### src/rtl/motor_opt_defs.svh
// Offsets, field positions, reset values and timing figures of the option registers.
// Assumes an 8-bit register address and 8-bit register data.
`ifndef MOTOR_OPT_DEFS_SVH
`define MOTOR_OPT_DEFS_SVH

`define OFF_CURRENT_LIMIT 8'h28
`define OFF_CL_TIMING 8'h29
`define OFF_SENSE 8'h2a
`define OFF_TACH_INPUT 8'h2b

`define RST_CURRENT_LIMIT 8'h00
`define RST_CL_TIMING 8'h00
`define RST_SENSE 8'h00
`define RST_TACH_INPUT 8'h00

`define CURRENT_LIMIT_WMASK 8'hfe

`define ACCEL_CAP_MSB 7
`define ACCEL_CAP_LSB 4
`define LOCK_CAP_MSB 3
`define LOCK_CAP_LSB 1
`define CL_STUCK_EN_BIT 7
`define SLEW_MSB 6
`define SLEW_LSB 4
`define DEAD_MSB 3
`define DEAD_LSB 0
`define SENSE_THR_MSB 7
`define SENSE_THR_LSB 4
`define OL_STUCK_EN_BIT 3
`define REG_LEVEL_BIT 2
`define SENSE_RATE_MSB 1
`define SENSE_RATE_LSB 0
`define TACH_GATE_MSB 7
`define TACH_GATE_LSB 6
`define TACH_DIV_MSB 5
`define TACH_DIV_LSB 4
`define TORQUE_UPPER_BIT 2
`define TORQUE_LOWER_BIT 3
`define SPEED_PWM_BIT 1
`define CL_INHIBIT_BIT 0

`define ACCEL_STEP_MA 200
`define LOCK_STEP_MA 400
`define SENSE_STEP_MA 200
`define DEAD_STEP_NS 40
`define CLK_PERIOD_NS 25

`endif

### src/rtl/motor_opt_pkg.sv
// Types shared by the option register bank and its tach pulse stage.
// Assumes the constants header is compiled alongside.
`default_nettype none

package motor_opt_pkg;

    typedef enum logic [1:0] {
        TACH_GATE_BOTH = 2'b00,
        TACH_GATE_CLOSED = 2'b01,
        TACH_GATE_CLOSED_FIRST_OPEN = 2'b10,
        TACH_GATE_SPARE = 2'b11
    } tach_gate_t;

    typedef enum logic [1:0] {
        TACH_DIV_ONE = 2'b00,
        TACH_DIV_TWO_OF_THREE = 2'b01,
        TACH_DIV_HALF = 2'b10,
        TACH_DIV_SPARE = 2'b11
    } tach_div_t;

endpackage

`default_nettype wire

### src/rtl/tach_cfg_if.sv
// Carries the tach configuration fields from the register bank to the tach stage.
// Assumes both ends share one clock.
`timescale 1ns/1ps
`default_nettype none

interface tach_cfg_if;
    import motor_opt_pkg::*;
    tach_gate_t gate;
    tach_div_t div;

    modport source (output gate, output div);
    modport sink (input gate, input div);
endinterface

`default_nettype wire

### src/rtl/tach_pulse_stage.sv
// Gates and scales electrical cycle pulses into tach output pulses.
// Assumes cycle and loop-state inputs come from logic on the same clock.
`timescale 1ns/1ps
`default_nettype none

module tach_pulse_stage
    import motor_opt_pkg::*;
(
    input wire logic clk,
    input wire logic resetn,
    input wire logic ce,
    tach_cfg_if.sink cfg,
    input wire logic elec_cycle,
    input wire logic in_closed_loop,
    input wire logic in_first_open_loop,
    output logic tach_output
);

    logic [1:0] cycle_q;
    logic [1:0] cycle_d;
    logic tach_q;
    logic tach_d;
    logic loop_ok;
    logic div_ok;

    always_comb begin
        unique case (cfg.gate)
            TACH_GATE_CLOSED: loop_ok = in_closed_loop;
            TACH_GATE_CLOSED_FIRST_OPEN: loop_ok = in_closed_loop | in_first_open_loop;
            default: loop_ok = 1'b1;
        endcase
        unique case (cfg.div)
            TACH_DIV_TWO_OF_THREE: div_ok = (cycle_q != 2'h2);
            TACH_DIV_HALF: div_ok = (cycle_q == 2'h0);
            default: div_ok = 1'b1;
        endcase
        cycle_d = cycle_q;
        if (elec_cycle && loop_ok) begin
            if ((cfg.div == TACH_DIV_TWO_OF_THREE && cycle_q == 2'h2)
                || (cfg.div == TACH_DIV_HALF && cycle_q == 2'h1)
                || cfg.div == TACH_DIV_ONE || cfg.div == TACH_DIV_SPARE) begin
                cycle_d = 2'h0;
            end else begin
                cycle_d = cycle_q + 2'h1;
            end
        end
        tach_d = elec_cycle & loop_ok & div_ok;
        if (!resetn) begin
            cycle_d = 2'h0;
            tach_d = 1'b0;
        end
    end

    // Reset travels through the next values, so a low enable holds off reset as well.
    always_ff @(posedge clk) begin
        if (ce) begin
            cycle_q <= cycle_d;
            tach_q <= tach_d;
        end
    end

    assign tach_output = tach_q;

endmodule

`default_nettype wire

### src/rtl/motor_drive_option_regs.sv
// Option register bank of a sensorless three-phase motor driver.
// Assumes the serial host port engine drives the register port on this clock.
//
// Summary of operation
// - Acceleration cap: zero off, else n*0.2A.
// - Lock current cap is (n+1)*0.4A.
// - Bit 7 enables closed-loop stuck detection.
// - Slew code 000 unlimited, higher codes slower.
// - Dead time is (n+1)*40 ns.
// - Sense threshold zero means align then go.
// - Bit 3 enables open-loop stuck detection.
// - Bit 2 selects 3.3 V, else 5 V.
// - Tach gating by loop state code.
// - Tach pulses scaled per electrical cycle code.
// - Bit 2 upper bound, bit 3 lower bound.
// - Bit 1 selects pulse-width speed input.
// - Bit 0 high keeps the motor open loop.
`timescale 1ns/1ps
`default_nettype none
`include "motor_opt_defs.svh"

module motor_drive_option_regs
    import motor_opt_pkg::*;
(
    input wire logic clk,
    input wire logic resetn,
    input wire logic ce,
    input wire logic [7:0] reg_addr,
    input wire logic reg_wr_en,
    input wire logic [7:0] reg_wr_data,
    input wire logic reg_rd_en,
    output logic [7:0] reg_rd_data,
    output logic reg_rd_hit,
    output logic accel_cap_enable,
    output logic [11:0] accel_current_cap_ma,
    output logic [11:0] lock_current_cap_ma,
    output logic closed_loop_stuck_enable,
    output logic open_loop_stuck_enable,
    output logic closed_loop_slew_unlimited,
    output logic [2:0] closed_loop_slew,
    output logic [9:0] dead_time_ns,
    output logic [5:0] dead_time_cycles,
    output logic inductive_position_sense,
    output logic [11:0] position_sense_threshold_ma,
    output logic [1:0] position_sense_rate,
    output logic regulator_level_select,
    output logic torque_constant_upper_double,
    output logic torque_constant_lower_half,
    output logic speed_input_type,
    output logic closed_loop_inhibit,
    input wire logic open_to_closed_speed,
    output logic enter_closed_loop,
    input wire logic elec_cycle,
    input wire logic in_closed_loop,
    input wire logic in_first_open_loop,
    output logic tach_output
);

    ////////////////////////////////////////////////////////////////////////////////
    // Register storage and host access.

    logic [7:0] cur_q, cur_d;
    logic [7:0] clt_q, clt_d;
    logic [7:0] sen_q, sen_d;
    logic [7:0] tin_q, tin_d;
    logic [7:0] rd_q, rd_d;
    logic hit_q, hit_d;

    always_comb begin
        cur_d = cur_q;
        clt_d = clt_q;
        sen_d = sen_q;
        tin_d = tin_q;
        rd_d = rd_q;
        hit_d = 1'b0;
        if (!resetn) begin
            cur_d = `RST_CURRENT_LIMIT;
            clt_d = `RST_CL_TIMING;
            sen_d = `RST_SENSE;
            tin_d = `RST_TACH_INPUT;
            rd_d = 8'h00;
        end else begin
            if (reg_wr_en) begin
                unique case (reg_addr)
                    `OFF_CURRENT_LIMIT: cur_d = reg_wr_data & `CURRENT_LIMIT_WMASK;
                    `OFF_CL_TIMING: clt_d = reg_wr_data;
                    `OFF_SENSE: sen_d = reg_wr_data;
                    `OFF_TACH_INPUT: tin_d = reg_wr_data;
                    default: ;
                endcase
            end
            if (reg_rd_en) begin
                hit_d = 1'b1;
                unique case (reg_addr)
                    `OFF_CURRENT_LIMIT: rd_d = cur_q & `CURRENT_LIMIT_WMASK;
                    `OFF_CL_TIMING: rd_d = clt_q;
                    `OFF_SENSE: rd_d = sen_q;
                    `OFF_TACH_INPUT: rd_d = tin_q;
                    default: begin
                        rd_d = 8'h00;
                        hit_d = 1'b0;
                    end
                endcase
            end
        end
    end

    // Reset travels through the next values, so a low enable holds off reset as well.
    always_ff @(posedge clk) begin
        if (ce) begin
            cur_q <= cur_d;
            clt_q <= clt_d;
            sen_q <= sen_d;
            tin_q <= tin_d;
            rd_q <= rd_d;
            hit_q <= hit_d;
        end
    end

    assign reg_rd_data = rd_q;
    assign reg_rd_hit = hit_q;

    ////////////////////////////////////////////////////////////////////////////////
    // Field decode into engine-facing settings.

    // Settings are decoded from the next register values, so they change on the same edge
    // as the registers while still leaving the block from flip-flops.

    logic [3:0] accel_n, dead_n, sense_n;
    logic [2:0] lock_n;
    logic accel_en_q, accel_en_d;
    logic [11:0] accel_cap_q, accel_cap_d;
    logic [11:0] lock_cap_q, lock_cap_d;
    logic cl_stuck_q, cl_stuck_d;
    logic ol_stuck_q, ol_stuck_d;
    logic slew_unl_q, slew_unl_d;
    logic [2:0] slew_q, slew_d;
    logic [9:0] dead_ns_q, dead_ns_d;
    logic [5:0] dead_cyc_q, dead_cyc_d;
    logic sense_en_q, sense_en_d;
    logic [11:0] sense_thr_q, sense_thr_d;
    logic [1:0] sense_rate_q, sense_rate_d;
    logic reg_level_q, reg_level_d;
    logic upper_double_q, upper_double_d;
    logic lower_half_q, lower_half_d;
    logic speed_pwm_q, speed_pwm_d;
    logic cl_inhibit_q, cl_inhibit_d;

    always_comb begin
        accel_n = cur_d[`ACCEL_CAP_MSB:`ACCEL_CAP_LSB];
        lock_n = cur_d[`LOCK_CAP_MSB:`LOCK_CAP_LSB];
        dead_n = clt_d[`DEAD_MSB:`DEAD_LSB];
        sense_n = sen_d[`SENSE_THR_MSB:`SENSE_THR_LSB];
        accel_en_d = (accel_n != 4'h0);
        accel_cap_d = 12'(32'(accel_n) * `ACCEL_STEP_MA);
        lock_cap_d = 12'((32'(lock_n) + 32'd1) * `LOCK_STEP_MA);
        cl_stuck_d = clt_d[`CL_STUCK_EN_BIT];
        slew_d = clt_d[`SLEW_MSB:`SLEW_LSB];
        slew_unl_d = (slew_d == 3'h0);
        dead_ns_d = 10'((32'(dead_n) + 32'd1) * `DEAD_STEP_NS);
        // Gap is a least time, so the cycle count rounds up.
        dead_cyc_d = 6'((32'(dead_ns_d) + `CLK_PERIOD_NS - 1) / `CLK_PERIOD_NS);
        sense_en_d = (sense_n != 4'h0);
        sense_thr_d = 12'h000;
        if (sense_en_d) begin
            sense_thr_d = 12'((32'(sense_n) + 32'd1) * `SENSE_STEP_MA);
        end
        ol_stuck_d = sen_d[`OL_STUCK_EN_BIT];
        reg_level_d = sen_d[`REG_LEVEL_BIT];
        sense_rate_d = sen_d[`SENSE_RATE_MSB:`SENSE_RATE_LSB];
        upper_double_d = tin_d[`TORQUE_UPPER_BIT];
        lower_half_d = tin_d[`TORQUE_LOWER_BIT];
        speed_pwm_d = tin_d[`SPEED_PWM_BIT];
        cl_inhibit_d = tin_d[`CL_INHIBIT_BIT];
    end

    always_ff @(posedge clk) begin
        if (ce) begin
            accel_en_q <= accel_en_d;
            accel_cap_q <= accel_cap_d;
            lock_cap_q <= lock_cap_d;
            cl_stuck_q <= cl_stuck_d;
            ol_stuck_q <= ol_stuck_d;
            slew_unl_q <= slew_unl_d;
            slew_q <= slew_d;
            dead_ns_q <= dead_ns_d;
            dead_cyc_q <= dead_cyc_d;
            sense_en_q <= sense_en_d;
            sense_thr_q <= sense_thr_d;
            sense_rate_q <= sense_rate_d;
            reg_level_q <= reg_level_d;
            upper_double_q <= upper_double_d;
            lower_half_q <= lower_half_d;
            speed_pwm_q <= speed_pwm_d;
            cl_inhibit_q <= cl_inhibit_d;
        end
    end

    assign accel_cap_enable = accel_en_q;
    assign accel_current_cap_ma = accel_cap_q;
    assign lock_current_cap_ma = lock_cap_q;
    assign closed_loop_stuck_enable = cl_stuck_q;
    assign open_loop_stuck_enable = ol_stuck_q;
    assign closed_loop_slew_unlimited = slew_unl_q;
    assign closed_loop_slew = slew_q;
    assign dead_time_ns = dead_ns_q;
    assign dead_time_cycles = dead_cyc_q;
    assign inductive_position_sense = sense_en_q;
    assign position_sense_threshold_ma = sense_thr_q;
    assign position_sense_rate = sense_rate_q;
    assign regulator_level_select = reg_level_q;
    assign torque_constant_upper_double = upper_double_q;
    assign torque_constant_lower_half = lower_half_q;
    assign speed_input_type = speed_pwm_q;
    assign closed_loop_inhibit = cl_inhibit_q;
    assign enter_closed_loop = open_to_closed_speed & ~closed_loop_inhibit;

    ////////////////////////////////////////////////////////////////////////////////
    // Tach pulse output.

    tach_cfg_if tach_cfg ();

    assign tach_cfg.gate = tach_gate_t'(tin_q[`TACH_GATE_MSB:`TACH_GATE_LSB]);
    assign tach_cfg.div = tach_div_t'(tin_q[`TACH_DIV_MSB:`TACH_DIV_LSB]);

    tach_pulse_stage u_tach (
        .clk(clk),
        .resetn(resetn),
        .ce(ce),
        .cfg(tach_cfg.sink),
        .elec_cycle(elec_cycle),
        .in_closed_loop(in_closed_loop),
        .in_first_open_loop(in_first_open_loop),
        .tach_output(tach_output)
    );

endmodule

`default_nettype wire

### config.mk
export PLATFORM = sky130hd
export DESIGN_NAME = motor_drive_option_regs
export DESIGN_NICKNAME = d
export VERILOG_FILES = /design/src/rtl/motor_opt_pkg.sv /design/src/rtl/tach_cfg_if.sv /design/src/rtl/tach_pulse_stage.sv /design/src/rtl/motor_drive_option_regs.sv
export VERILOG_INCLUDE_DIRS = /design/src /design/src/rtl
export SDC_FILE = /design/constraint.sdc
export NUM_CORES = 1
export LEC_CHECK = 0
export ABC_AREA = 1
export BUFFER_PORTS_ARGS = -buffer_cell sky130_fd_sc_hd__buf_2
export CORE_MARGIN = 5
export CORE_UTILIZATION = 35
export DETAILED_ROUTE_END_ITERATION = 10
export MAX_ROUTING_LAYER = met4
export SYNTH_ARGS = -nofsm -noshare
export SYNTH_HDL_FRONTEND = slang
export SYNTH_SLANG_ARGS = --single-unit
### constraint.sdc
create_clock -name clk -period 15.9 [get_ports clk]
set_clock_uncertainty 0.05 [all_clocks]
set_input_delay 4.77 -clock clk [delete_from_list [all_inputs] [get_ports clk]]
set_output_delay 4.77 -clock clk [all_outputs]
set_load 0.005 [all_outputs]
Yosys cells after proc, flatten, opt, wreduce, memory -nomap -nowiden
Cells that the tools add are included.

Register bits after elaboration: 100. Bits of input ports: 25. Word-level logic and storage cells: 94.

$add $sub $neg: 6. Multipliers: 4. Div/mod/pow operators: 1. Equality and inequality tests: 16. Muxes and demuxes: 19. Bitwise gates (word level): 5. Reductions and logical operators: 16.

Operators with widths (count): $mux 8 (12); $div 32x5->32 const B (1); $eq 8x6->1 const B (4); $pmux 8 s4 (1); $sub 11x1->12 const B (1); $add 10x5->11 const B (1); $add 4x1->5 const B (2); $mul 4x5->9 const B (1); $mul 5x5->9 const B (1); $eq 2x2->1 const B (4); $mul 4x5->8 const B (1); $ne 2x1->1 const B (4); $reduce_bool 4->1 (2); $mul 5x3->7 const B (1); $eq 2x1->1 const B (3); $reduce_and 2->1 (3); $add 3x1->4 const B (1); $logic_not 2->1 (2); $mux 2 (2); $mux 4 (1); $pmux 1 s2 (2); $reduce_or 4->1 (1); $and 1x1->1 (3); $logic_and 1x1->1 (3); other kinds (8) (10).

Logic depth before layout (Yosys ltp)
Gate-level depths: netlist (run 1).

Word-level depth: 9. Gate-level depth with buffers: 58.

Cells and area by module
Synthesis (run 1) repeated with hierarchy kept, for this count alone.

Cell total of the unflattened synthesis: 748. Area, all modules: 6397.4 µm².

Modules (own cells, without submodules): motor_drive_option_regs (times used 1, cells each 712, area an instance 6083.3 µm²); tach_pulse_stage (times used 1, cells each 36, area an instance 314.1 µm²).

Least setup slack after synthesis (run 1)
Ideal clock, no wire load.

Kind: input-to-reg. Start: input reg_addr[4]. End: register dead_cyc_q[0] (netlist: dead_time_cycles[0]) (data pin). Library setup time: 0.260 ns. Arrival time: 11.356 ns. Required time: 15.590 ns. Path slack: 4.235 ns. Stages on the path: 52. Path buffers: 2. Cells stage by stage: inv_1 > nand2_1 > nor2_4 > nand3_2 > buf_6 > nand2_4 > inv_2 > nor2_1 > ha_1 > ha_1 > ha_1 > fa_1 > inv_1 > xor2_1 > inv_1 > nand2_1 > inv_1 > a21oi_1 > (+16 left out) > nand3_4 > buf_12 > nand2_4 > nand2_2 > inv_2 > nand3_4 > nand3_4 > inv_1 > ha_1 > inv_1 > o21ai_1 > nand2_2 > nand3_1 > nand2_1 > nand2_1 > nand2_1 > nor2_1 > nand3_1.

Cells in the longest elaborated chain, start to end: 9.

RTL lines: start, declared (RTL line motor_drive_option_regs.sv:28) `input wire logic [7:0] reg_addr,`; $eq 8x6->1 (RTL line motor_drive_option_regs.sv:84) `unique case (reg_addr)`; $mux 8 (RTL line motor_drive_option_regs.sv:84); $mux 8 (RTL line motor_drive_option_regs.sv:83) `if (reg_wr_en) begin`; $mux 8 (RTL line motor_drive_option_regs.sv:76) `if (!resetn) begin`; via clt_d[1] (RTL line motor_drive_option_regs.sv:63) `logic [7:0] clt_q, clt_d;`; $add 4x1->5 (RTL line motor_drive_option_regs.sv:160) `` dead_ns_d = 10'((32'(dead_n) + 32'd1) * `DEAD_STEP_NS); ``; $mul 5x3->7 (no source line); via dead_ns_d[4] (RTL line motor_drive_option_regs.sv:138) `logic [9:0] dead_ns_q, dead_ns_d;`; $add 10x5->11 (no source line); $sub 11x1->12 (RTL line motor_drive_option_regs.sv:162) `` dead_cyc_d = 6'((32'(dead_ns_d) + `CLK_PERIOD_NS - 1) / `CLK_PERIOD_NS); ``; $div 32x5->32 (no source line); via dead_cyc_d[0] (RTL line motor_drive_option_regs.sv:139) `logic [5:0] dead_cyc_q, dead_cyc_d;`; end signal, assigned (RTL line motor_drive_option_regs.sv:187) `dead_cyc_q <= dead_cyc_d;`; end, declared (RTL line motor_drive_option_regs.sv:139).

The timed path passes the listed nets, and every way through them passes these cells. A chain may end at the register's enable or synchronous reset.

Final worst setup path (run 1)
Start: input reg_addr[2]. End: register dead_cyc_q[0] (netlist: dead_time_cycles[0]) (data pin).

The elaborated chain is that of the path after synthesis.

==> flow_metrics.py, run 1 <==
metrics = {
    "finish": {
        "layout_common_cells": "nand2_1 (134), inv_1 (109), buf_2 (89)",
        "final_net_count": 885,
        "fin_util_pct": 40.8,
        "layout_commonest_cell": "nand2_1",
        "layout-drive-gt1-share_pct": 21.9,
        "n_fill_cell": 1782,
        "area_growth_pct": 14.0,
        "antennaDiodeCount": 0,
        "final_cells": 1033,
    },
    "detailed_routing": {
        "via_count": 4779,
        "drt_iter0_drc": 318,
        "dr_wl_met3_um": 751,
        "m1WireLength_um": 6670,
        "wl_per_cell_um": 13.4,
        "vias_per_cell": 4.63,
        "remaining_drc_errors": 0,
        "drtPass1Iterations": 5,
        "ant_nets": 0,
        "maxUsedRoutingLayer": "met4",
        "wl_met2_um": 6270,
        "drt_wl_total_um": 13900,
    },
    "yosys": {
        "ys_ff_latch": 82,
        "avgSynthCellArea_um2": 8.71,
        "async_flop_share_pct": 0,
        "yosys.area.top_type": "edfxtp_1",
        "synth_area_um2": 6210,
        "synth_top_area_share_pct": 39.7,
        "yosysSeqAreaShare_pct": 39.7,
        "synth_edf_count": 82,
        "postSynthCellCount": 713,
        "ys.flop_type": "edfxtp_1",
        "ys_warn_count": 0,
        "synth_area_leaders": "edfxtp_1 (40%), ha_1 (11%), nand2_1 (8.1%)",
        "synth_cell_type_count": 43,
    },
    "setup_path": {
        "arrival_ps": 12410,
        "crit_type": "in2reg",
        "crit_top_cell": "nand2_1",
        "crit_path_start_kind": "primary input",
        "cp.required_ps": 15950,
        "critPathMaxFanout": 13,
        "critPathCaptureType": "flop",
        "critical-path-max-stage-delay_ps": 530,
        "critPathSlowestCell": "fa_1",
    },
    "timing": {
        "final.period_utilization_pct": 77.8,
        "slew_headroom_pct": 49.2,
        "fmax_ghz": 0.0809,
        "worst_pin_slew_ps": 760,
        "fin_crit_ps": 12370,
        "hold_violations": 0,
        "rsz0062_at_grt": "false",
        "slew_violations": 0,
        "tns_ps": 0,
        "setup_viol": 0,
    },
    "die": {
        "die_h_um": 143,
        "rows": 48,
        "start_util_pct": 35.8,
        "die_width_um": 143,
        "dieArea_um2": 20500,
        "io_pins": 103,
        "core-area_um2": 17400,
    },
    "global_route": {
        "antenna_found_initial": 0,
        "track_usage_pct": 14.2,
        "grt_pass1_vias": 4429,
        "overflow": 0,
        "grt_max_degree": 36,
        "grt_pass1_wl_um": 22500,
    },
    "power_and_ir_drop": {
        "leakage_uw": 0.00349,
        "power.density_nw_per_um2": 124,
        "vdd_drop_max_mv": 0.0545,
    },
    "clock_network": {
        "cts_buffer_depth": 2,
        "ctsHtreeMaxLevel": 3,
        "cts-root-buf": "clkbuf_16",
        "clock_latency_ps": 350,
        "clkTransAtPathRegs_ps": 60,
        "ctsResizeCount": 0,
        "numCtsBuffers": 9,
        "numClockSinks": 82,
        "post-cts-setup-buffers": 0,
        "hold_buffers": 0,
        "cts_tree": "built",
    },
    "placement": {
        "dp_cells": 1017,
        "gp_congestion": 0.843,
        "portBuffers": 89,
        "hpwlAfterDp_um": 10900,
    },
    "worst_hold_path": {
        "hp-class": "reg2reg",
    },
    "flow_run": {
        "maxCapViolations": 0,
    },
    "outcome": {
        "outcome": "finished, final reports clean",
    },
}
[per-layer routing]
layer	vias to the layer above	global-route usage, %
met5	-	-
met4	0	4.05
met3	14	2.81
met2	96	21.7
met1	2167	19.3
li1	2502	-
[final timing paths]
check | to | slack [ps] | start | depth (start not counted)
hold / removal | u_tach.cycle_q[0] | 560 | u_tach.cycle_q[0] | 1
setup / recovery | dead_time_cycles[0] | 3530 | reg_addr[2] | 53
hold reg to reg | u_tach.cycle_q[0] | 560 | u_tach.cycle_q[0] | 1
setup reg to reg | dead_time_cycles[0] | 8350 | clt_q[0] | 49
[report_power, final]
part | leakage [uW] | internal (uW) | switching (uW)
clock network | 0.000133 | 105 | 88.7
logic | 0.00254 | 145 | 277
registers | 0.000812 | 258 | 6.16
[logic make-up after synthesis]
family	Yosys count	share of synthesized area (%)
buffers and inverters	146	10.5
adders and majority gates	57	12.0
AOI/OAI and AO/OA	72	6.99
DFF	82	39.7
xor gates and xnor gates	24	3.39
and+or+nand+nor	331	27.4
other	1	0.0604
[sequential cells by signal (all words and copies together), names as in the netlist, 7 cells and up]
name	cells
cur_q	7
position_sense_threshold_ma	9
clt_q	8
tin_q	8
lock_current_cap_ma	8
dead_time_ns	7
sen_q	8
reg_rd_data	8
[stage by stage]
step           total power [uW]  worst slack, ps  area (um2)  hold slack, ps
6_report                    880             3530        7080             562
5_1_grt                     962             2530        7080             589
4_1_cts                     890             3450        7080             559
3_5_place_dp                695             3130        6810             545
3_3_place_gp                694             3250        6810             536
2_1_floorplan               621             4230        6260             508
[area by class of cell]
class	instances	area, um2	share of cell area (%)
Tap cell	225	282	3.98
Timing Repair Buffer	93	475	6.72
Sequential cell	82	2460	34.8
Multi-Input combinational cell	498	3140	44.4
Clock inverter	7	43.8	0.619
Inverter	119	447	6.31
Clock buffer	9	225	3.18
[critical path, delay by kind of cell]
kind / cells / cell delay [ps]
simple gates: 31 / 3930
fa+ha+maj: 7 / 1950
compound gates: 4 / 970
buf+inv: 11 / 780
[synth_stat cells (2+ instances only)]
| master | n |
|---|---|
| xnor2_1 | 9 |
| nor2_1 | 70 |
| o21ai_0 | 31 |
| inv_1 | 109 |
| clkbuf_1 | 3 |
| nand3b_1 | 5 |
| nand2_4 | 6 |
| or2_2 | 2 |
| a31o_2 | 2 |
| nand4_1 | 17 |
| nand3_4 | 5 |
| buf_4 | 21 |
| nand2_1 | 134 |
| o22ai_1 | 3 |
| nand3_2 | 7 |
| xor2_1 | 15 |
| nand3_1 | 40 |
| nor2_2 | 2 |
| nor3_1 | 6 |
| ha_1 | 53 |
| a221oi_1 | 7 |
| fa_1 | 4 |
| nand2_2 | 22 |
| nor2_4 | 8 |
| edfxtp_1 | 82 |
| nor4_1 | 2 |
| inv_2 | 9 |
| a21oi_1 | 23 |
| nor2_8 | 2 |
No activity file was read; power rests on OpenSTA's default activity.
==> run 2, diff against run 1 <==
- ABC_AREA: 1 -> 0
- clock period: 15.9 -> 10.5 ns (I/O delays scaled with it)
==> run 2 against run 1 <==
Net effect:
- the run now ends with negative setup slack left
- combinational power increased by 45%
- sequential share of layout area decreased by 5.3 points
- cell count decreased by 2.8%
- via count increased by 6.7%
- register-to-register slack got worse by 5600 ps
- total power increased by 49%
- synthesized cell count decreased by 22%
- area after synthesis decreased by 0.54%
- design area increased by 18%
- critical endpoint unchanged
- clock power increased by 53%
- critical path depth decreased by 10
==> flow_metrics.py, run 2 <==
metrics = {
    "outcome": {
        "outcome": "complete, but fails checks",
        "violations": "negative setup slack",
    },
    "finish": {
        "area_growth_pct": 35.1,
        "largest_register_ff_count": 9,
        "final_net_count": 856,
        "layout_common_cells": "buf_4 (133), buf_2 (86), edfxtp_1 (82)",
        "antennaDiodeCount": 0,
        "layout_commonest_cell": "buf_4",
        "fin_util_pct": 48.2,
        "layout-drive-gt1-share_pct": 41.6,
        "n_fill_cell": 1620,
    },
    "setup_path": {
        "arrival_ps": 10650,
        "path_buf_inv": 6,
        "critPathCaptureType": "flop",
        "crit_type": "in2reg",
        "crit_top_cell": "ha_2",
        "crit_family": "compound AO/OA/AOI/OAI gates",
        "r2r_setup_slack_ps": 2790,
        "crit_path_start_kind": "primary input",
        "critPathSlowestCell": "fa_2",
        "critical-path-max-stage-delay_ps": 410,
        "cp.required_ps": 10530,
        "critPathMaxFanout": 4,
    },
    "timing": {
        "tns_ps": -117,
        "hold_violations": 0,
        "setup_viol": 1,
        "rsz0062_at_grt": "true",
        "slew_headroom_pct": 30.9,
        "setup_slack_ps": -117,
        "worst_pin_slew_ps": 1030,
        "slew_violations": 0,
        "fmax_ghz": 0.0942,
        "final.period_utilization_pct": 101,
        "fin_crit_ps": 10620,
    },
    "global_route": {
        "grt.met3_usage_pct": 2.51,
        "antenna_found_initial": 0,
        "top_usage_layer": "met2",
        "grt_max_degree": 53,
        "track_usage_pct": 17.0,
        "grtUsageMet1_pct": 22.5,
        "grt_pass1_wl_um": 26700,
        "grt_pass1_vias": 5197,
        "overflow": 0,
        "use_met2_pct": 26.7,
    },
    "power_and_ir_drop": {
        "p_seq_share_pct": 31.0,
        "combPwrFrac_pct": 46.4,
        "vdd_drop_max_mv": 0.0759,
        "power.density_nw_per_um2": 158,
        "p_int_uw": 876,
        "pwr-share-clk_pct": 22.6,
        "swShare_pct": 33.3,
        "leakage_uw": 0.00385,
        "p_sw_uw": 438,
    },
    "detailed_routing": {
        "remaining_drc_errors": 0,
        "via_count": 5101,
        "drtPass1Iterations": 6,
        "wl_per_cell_um": 16.6,
        "vias_per_cell": 5.08,
        "drt_iter0_drc": 343,
        "ant_nets": 0,
        "drt_wl_total_um": 16700,
    },
    "placement": {
        "hpwlAfterDp_um": 12900,
        "gp_congestion": 0.905,
        "dp_slack_ps": -704,
        "portBuffers": 89,
    },
    "clock_network": {
        "cts-root-buf": "clkbuf_16",
        "clkTransAtPathRegs_ps": 70,
        "numClockSinks": 82,
        "ctsHtreeMaxLevel": 3,
        "cts_buffer_depth": 2,
        "clock_latency_ps": 340,
        "cts_tree": "built",
        "numCtsBuffers": 9,
        "hold_buffers": 0,
    },
    "die": {
        "dieArea_um2": 20400,
        "io_pins": 103,
        "die_h_um": 143,
        "core-area_um2": 17300,
        "die_width_um": 143,
        "rows": 48,
        "start_util_pct": 35.7,
    },
    "yosys": {
        "ys_warn_count": 0,
        "synth.most_common_cell": "edfxtp_1",
        "ys_ff_latch": 82,
        "yosysSeqAreaShare_pct": 39.9,
        "synth_edf_count": 82,
        "synth_area_um2": 6180,
        "postSynthCellCount": 559,
        "async_flop_share_pct": 0,
        "yosys.area.top_type": "edfxtp_1",
        "synth_commonest_cells": "edfxtp_1 (82), ha_1 (53), nor2_1 (41)",
        "synth_top_area_share_pct": 39.9,
        "avgSynthCellArea_um2": 11.0,
        "synth_area_leaders": "edfxtp_1 (40%), ha_1 (11%), mux2i_1 (4.2%)",
        "synth_cell_type_count": 92,
        "ys.flop_type": "edfxtp_1",
    },
    "flow_run": {
        "maxCapViolations": 0,
    },
    "worst_hold_path": {
        "hp-class": "reg2reg",
    },
}
## run 2: cell count changes in the layout (fill, tap and decap cells not counted), moves of 22 or more
cell,delta
mux2i_1,+25
nor2_1,-32
inv_1,-76
nand3_1,-28
nand2_2,-22
buf_4,+129
o21ai_0,-22
nand2_1,-103
## run 2: logic make-up (layout without fill, tap and decap cells)
kind of cell	after synthesis	in the layout	share of synthesized area (%)
AOI/OAI and AO/OA	95	95	12.3
xor gates and xnor gates	31	31	4.70
DFF	82	82	39.9
buffers and inverters	75	282	6.40
adders and majority gates	57	57	12.0
and+or+nand+nor	179	179	16.5
muxes	39	39	8.14
other	1	14	0.0607
## run 2: through the flow
stage	hold slack [ps]	total power, uW	instance area, um2	instances
global route	600	1390	8350	1004
detailed placement	569	948	7530	941
floorplan	518	751	6380	572
CTS	576	1290	8190	992
finish	572	1310	8350	1004
global placement	533	935	7530	941
## run 2: path summary, 6_finish.rpt
kind,from,endpoint,cells past startpoint
min,u_tach.cycle_q[0],u_tach.cycle_q[0],1
min reg2reg,u_tach.cycle_q[0],u_tach.cycle_q[0],1
max reg2reg,clt_q[0],dead_time_cycles[0],39
max,reg_addr[4],dead_time_cycles[0],43
## run 2: layout make-up
class / instances / area (um2) / area share (%)
Sequential cell: 82 / 2460 / 29.5
Multi-Input combinational cell: 415 / 3650 / 43.8
Inverter: 40 / 158 / 1.89
Clock buffer: 10 / 229 / 2.74
Tap cell: 225 / 282 / 3.37
Clock inverter: 6 / 41.3 / 0.495
Timing Repair Buffer: 226 / 1520 / 18.2
## run 2: what timing repair did
action,CTS,global route
resized for setup,24,14
pin swaps,33,33
setup buffers,35,12
endpoints found under the setup margin,2,2
## run 2: power by group through the flow
| stage | clock (uW) | sequential, uW | combinational, uW |
|---|---|---|---|
| final | 297 | 407 | 611 |
| after global routing | 315 | 411 | 668 |
| after CTS | 304 | 408 | 580 |
| after detailed placement | 0 | 414 | 534 |
| after global placement | 0 | 413 | 522 |
| after floorplan | 0 | 415 | 337 |
## run 2: per-layer routing
| layer | vias up | share of wire (%) |
|---|---|---|
| li1 | 2463 | - |
| met4 | 0 | 2.2 |
| met5 | - | 0 |
| met2 | 145 | 47 |
| met1 | 2470 | 45 |
| met3 | 23 | 5.7 |
==> run 3, diff against run 2 <==
- CELL_PAD_IN_SITES_DETAIL_PLACEMENT: not set -> 1
- CELL_PAD_IN_SITES_GLOBAL_PLACEMENT: not set -> 2
- CORE_UTILIZATION: 35 -> 34
- PLACE_DENSITY_LB_ADDON: not set -> 0.1
==> run 3 against run 2 <==
Net effect:
- the run still ends with negative setup slack left
- critical path depth fell by 1
- clock power rose by 22%
- first-iteration DRC count fell by 48%
- design area fell by 0.46%
- largest power group unchanged
==> flow_metrics.py, run 3 (same netlist as run 2, synthesis figures left out) <==
metrics = {
    "finish": {
        "layout-drive-gt1-share_pct": 40.3,
        "final_net_count": 834,
        "n_fill_cell": 2000,
        "final_cells": 986,
        "area_growth_pct": 34.5,
        "layout_commonest_cell": "buf_4",
        "regArea_um2": 2460,
        "antennaDiodeCount": 0,
        "largest_register_ff_count": 9,
        "fin_util_pct": 46.4,
        "finalInstanceArea_um2": 8310,
        "layout_common_cells": "buf_4 (110), buf_2 (86), edfxtp_1 (82)",
        "multi_input_area_um2": 3720,
    },
    "placement": {
        "portBuffers": 89,
        "dp_cells": 946,
        "hpwlAfterDp_um": 14100,
        "gp_congestion": 0.859,
        "place_area_um2": 7560,
    },
    "global_route": {
        "grt_max_degree": 57,
        "grt_pass1_wl_um": 29500,
        "overflow": 0,
        "antenna_found_initial": 0,
        "track_usage_pct": 18.6,
        "grt_pass1_vias": 5409,
    },
    "detailed_routing": {
        "vias_per_cell": 5.08,
        "ant_nets": 0,
        "drt_iter0_drc": 178,
        "remaining_drc_errors": 0,
        "drtPass1Iterations": 4,
        "wl_per_cell_um": 18.7,
        "via_count": 5011,
        "drt_wl_total_um": 18400,
    },
    "clock_network": {
        "cts-root-buf": "clkbuf_16",
        "ctsHtreeMaxLevel": 3,
        "clkTransAtPathRegs_ps": 70,
        "hold_buffers": 0,
        "cts_tree": "built",
        "numCtsBuffers": 9,
        "cts_buffer_depth": 2,
        "clock_latency_ps": 350,
        "numClockSinks": 82,
    },
    "die": {
        "io_pins": 103,
        "start_util_pct": 34.5,
        "die_h_um": 145,
        "die_width_um": 145,
        "dieArea_um2": 21000,
        "rows": 49,
        "core-area_um2": 17900,
    },
    "timing": {
        "slew_headroom_pct": 24.4,
        "setup_slack_ps": -75.1,
        "hold_violations": 0,
        "fin_crit_ps": 10580,
        "slew_violations": 0,
        "worst_pin_slew_ps": 1120,
        "setup_viol": 1,
        "fmax_ghz": 0.0946,
        "rsz0062_at_grt": "true",
        "final.period_utilization_pct": 101,
    },
    "setup_path": {
        "critPathCaptureType": "flop",
        "crit_top_cell": "ha_2",
        "critPathSlowestCell": "fa_2",
        "critical-path-max-stage-delay_ps": 420,
        "critPathMaxFanout": 5,
        "cp.required_ps": 10540,
        "crit_path_start_kind": "primary input",
        "crit_type": "in2reg",
        "arrival_ps": 10610,
    },
    "worst_hold_path": {
        "hp-class": "reg2reg",
    },
    "flow_run": {
        "maxCapViolations": 0,
    },
    "outcome": {
        "outcome": "complete, but fails checks",
        "violations": "negative setup slack",
    },
    "power_and_ir_drop": {
        "power.density_nw_per_um2": 167,
        "vdd_drop_max_mv": 0.104,
        "leakage_uw": 0.00378,
    },
}
run 3: cell count changes in the layout (fill, tap and decap cells not counted), moves of 2 or more:
cell,change
buf_4,-23
o311ai_1,-2
mux2i_1,-2
buf_6,+2
clkinv_2,-3
bufinv_16,+2
run 3: what timing repair did:
| item | in CTS | in global routing |
|---|---|---|
| gates resized for setup | 30 | 18 |
| setup endpoints to repair | 2 | 2 |
| buffers inserted | 17 | 9 |
| pin swaps | 26 | 15 |
run 3: metal layers:
metal | up-vias | routed length, um | track usage [%]
met2 | 102 | 8800 | 29.9
met1 | 2475 | 8750 | 25.1
li1 | 2417 | - | -
met5 | - | 0 | -
met3 | 17 | 648 | 2.79
met4 | 0 | 190 | 3.63
run 3: worst max-delay path, delay by kind of cell:
kind            cells  cell delay, ps
simple gates       12            2160
xor+xnor            6             880
buf+inv             5             380
fa+ha+maj           8            1910
compound gates      7            1260
mux                 4             860
run 3: report_power, final:
part           switching [uW]  internal, uW
Clock                     149           213
Sequential               11.6           396
Combinational             303           313
Total                     464           921
run 3: worst paths after layout:
| check | start | to | slack, ps | cells past startpoint |
|---|---|---|---|---|
| max | reg_addr[1] | dead_time_cycles[0] | -80 | 42 |
| min | u_tach.cycle_q[0] | u_tach.cycle_q[0] | 570 | 1 |
| max reg2reg | clt_q[0] | dead_time_cycles[0] | 2770 | 38 |
| min reg2reg | u_tach.cycle_q[0] | u_tach.cycle_q[0] | 570 | 1 |
run 3: through the flow:
step	worst slack (ps)	setup TNS, ps	total power (uW)	hold WS (ps)
finish	-75.1	-75.1	1380	568
global route	-529	-776	1470	586
CTS	-110	-110	1370	570
detailed placement	-839	-1370	963	558
global placement	-486	-678	947	533
floorplan	-735	-1080	751	518
run 3: area by class of cell:
type / instances / share of cell area (%)
multi-input cells: 415 / 44.8
clock buffers: 10 / 2.76
clock inverters: 6 / 1.17
well taps: 229 / 3.45
inverters: 40 / 1.90
repair buffers: 204 / 16.3
flip-flops and latches: 82 / 29.6
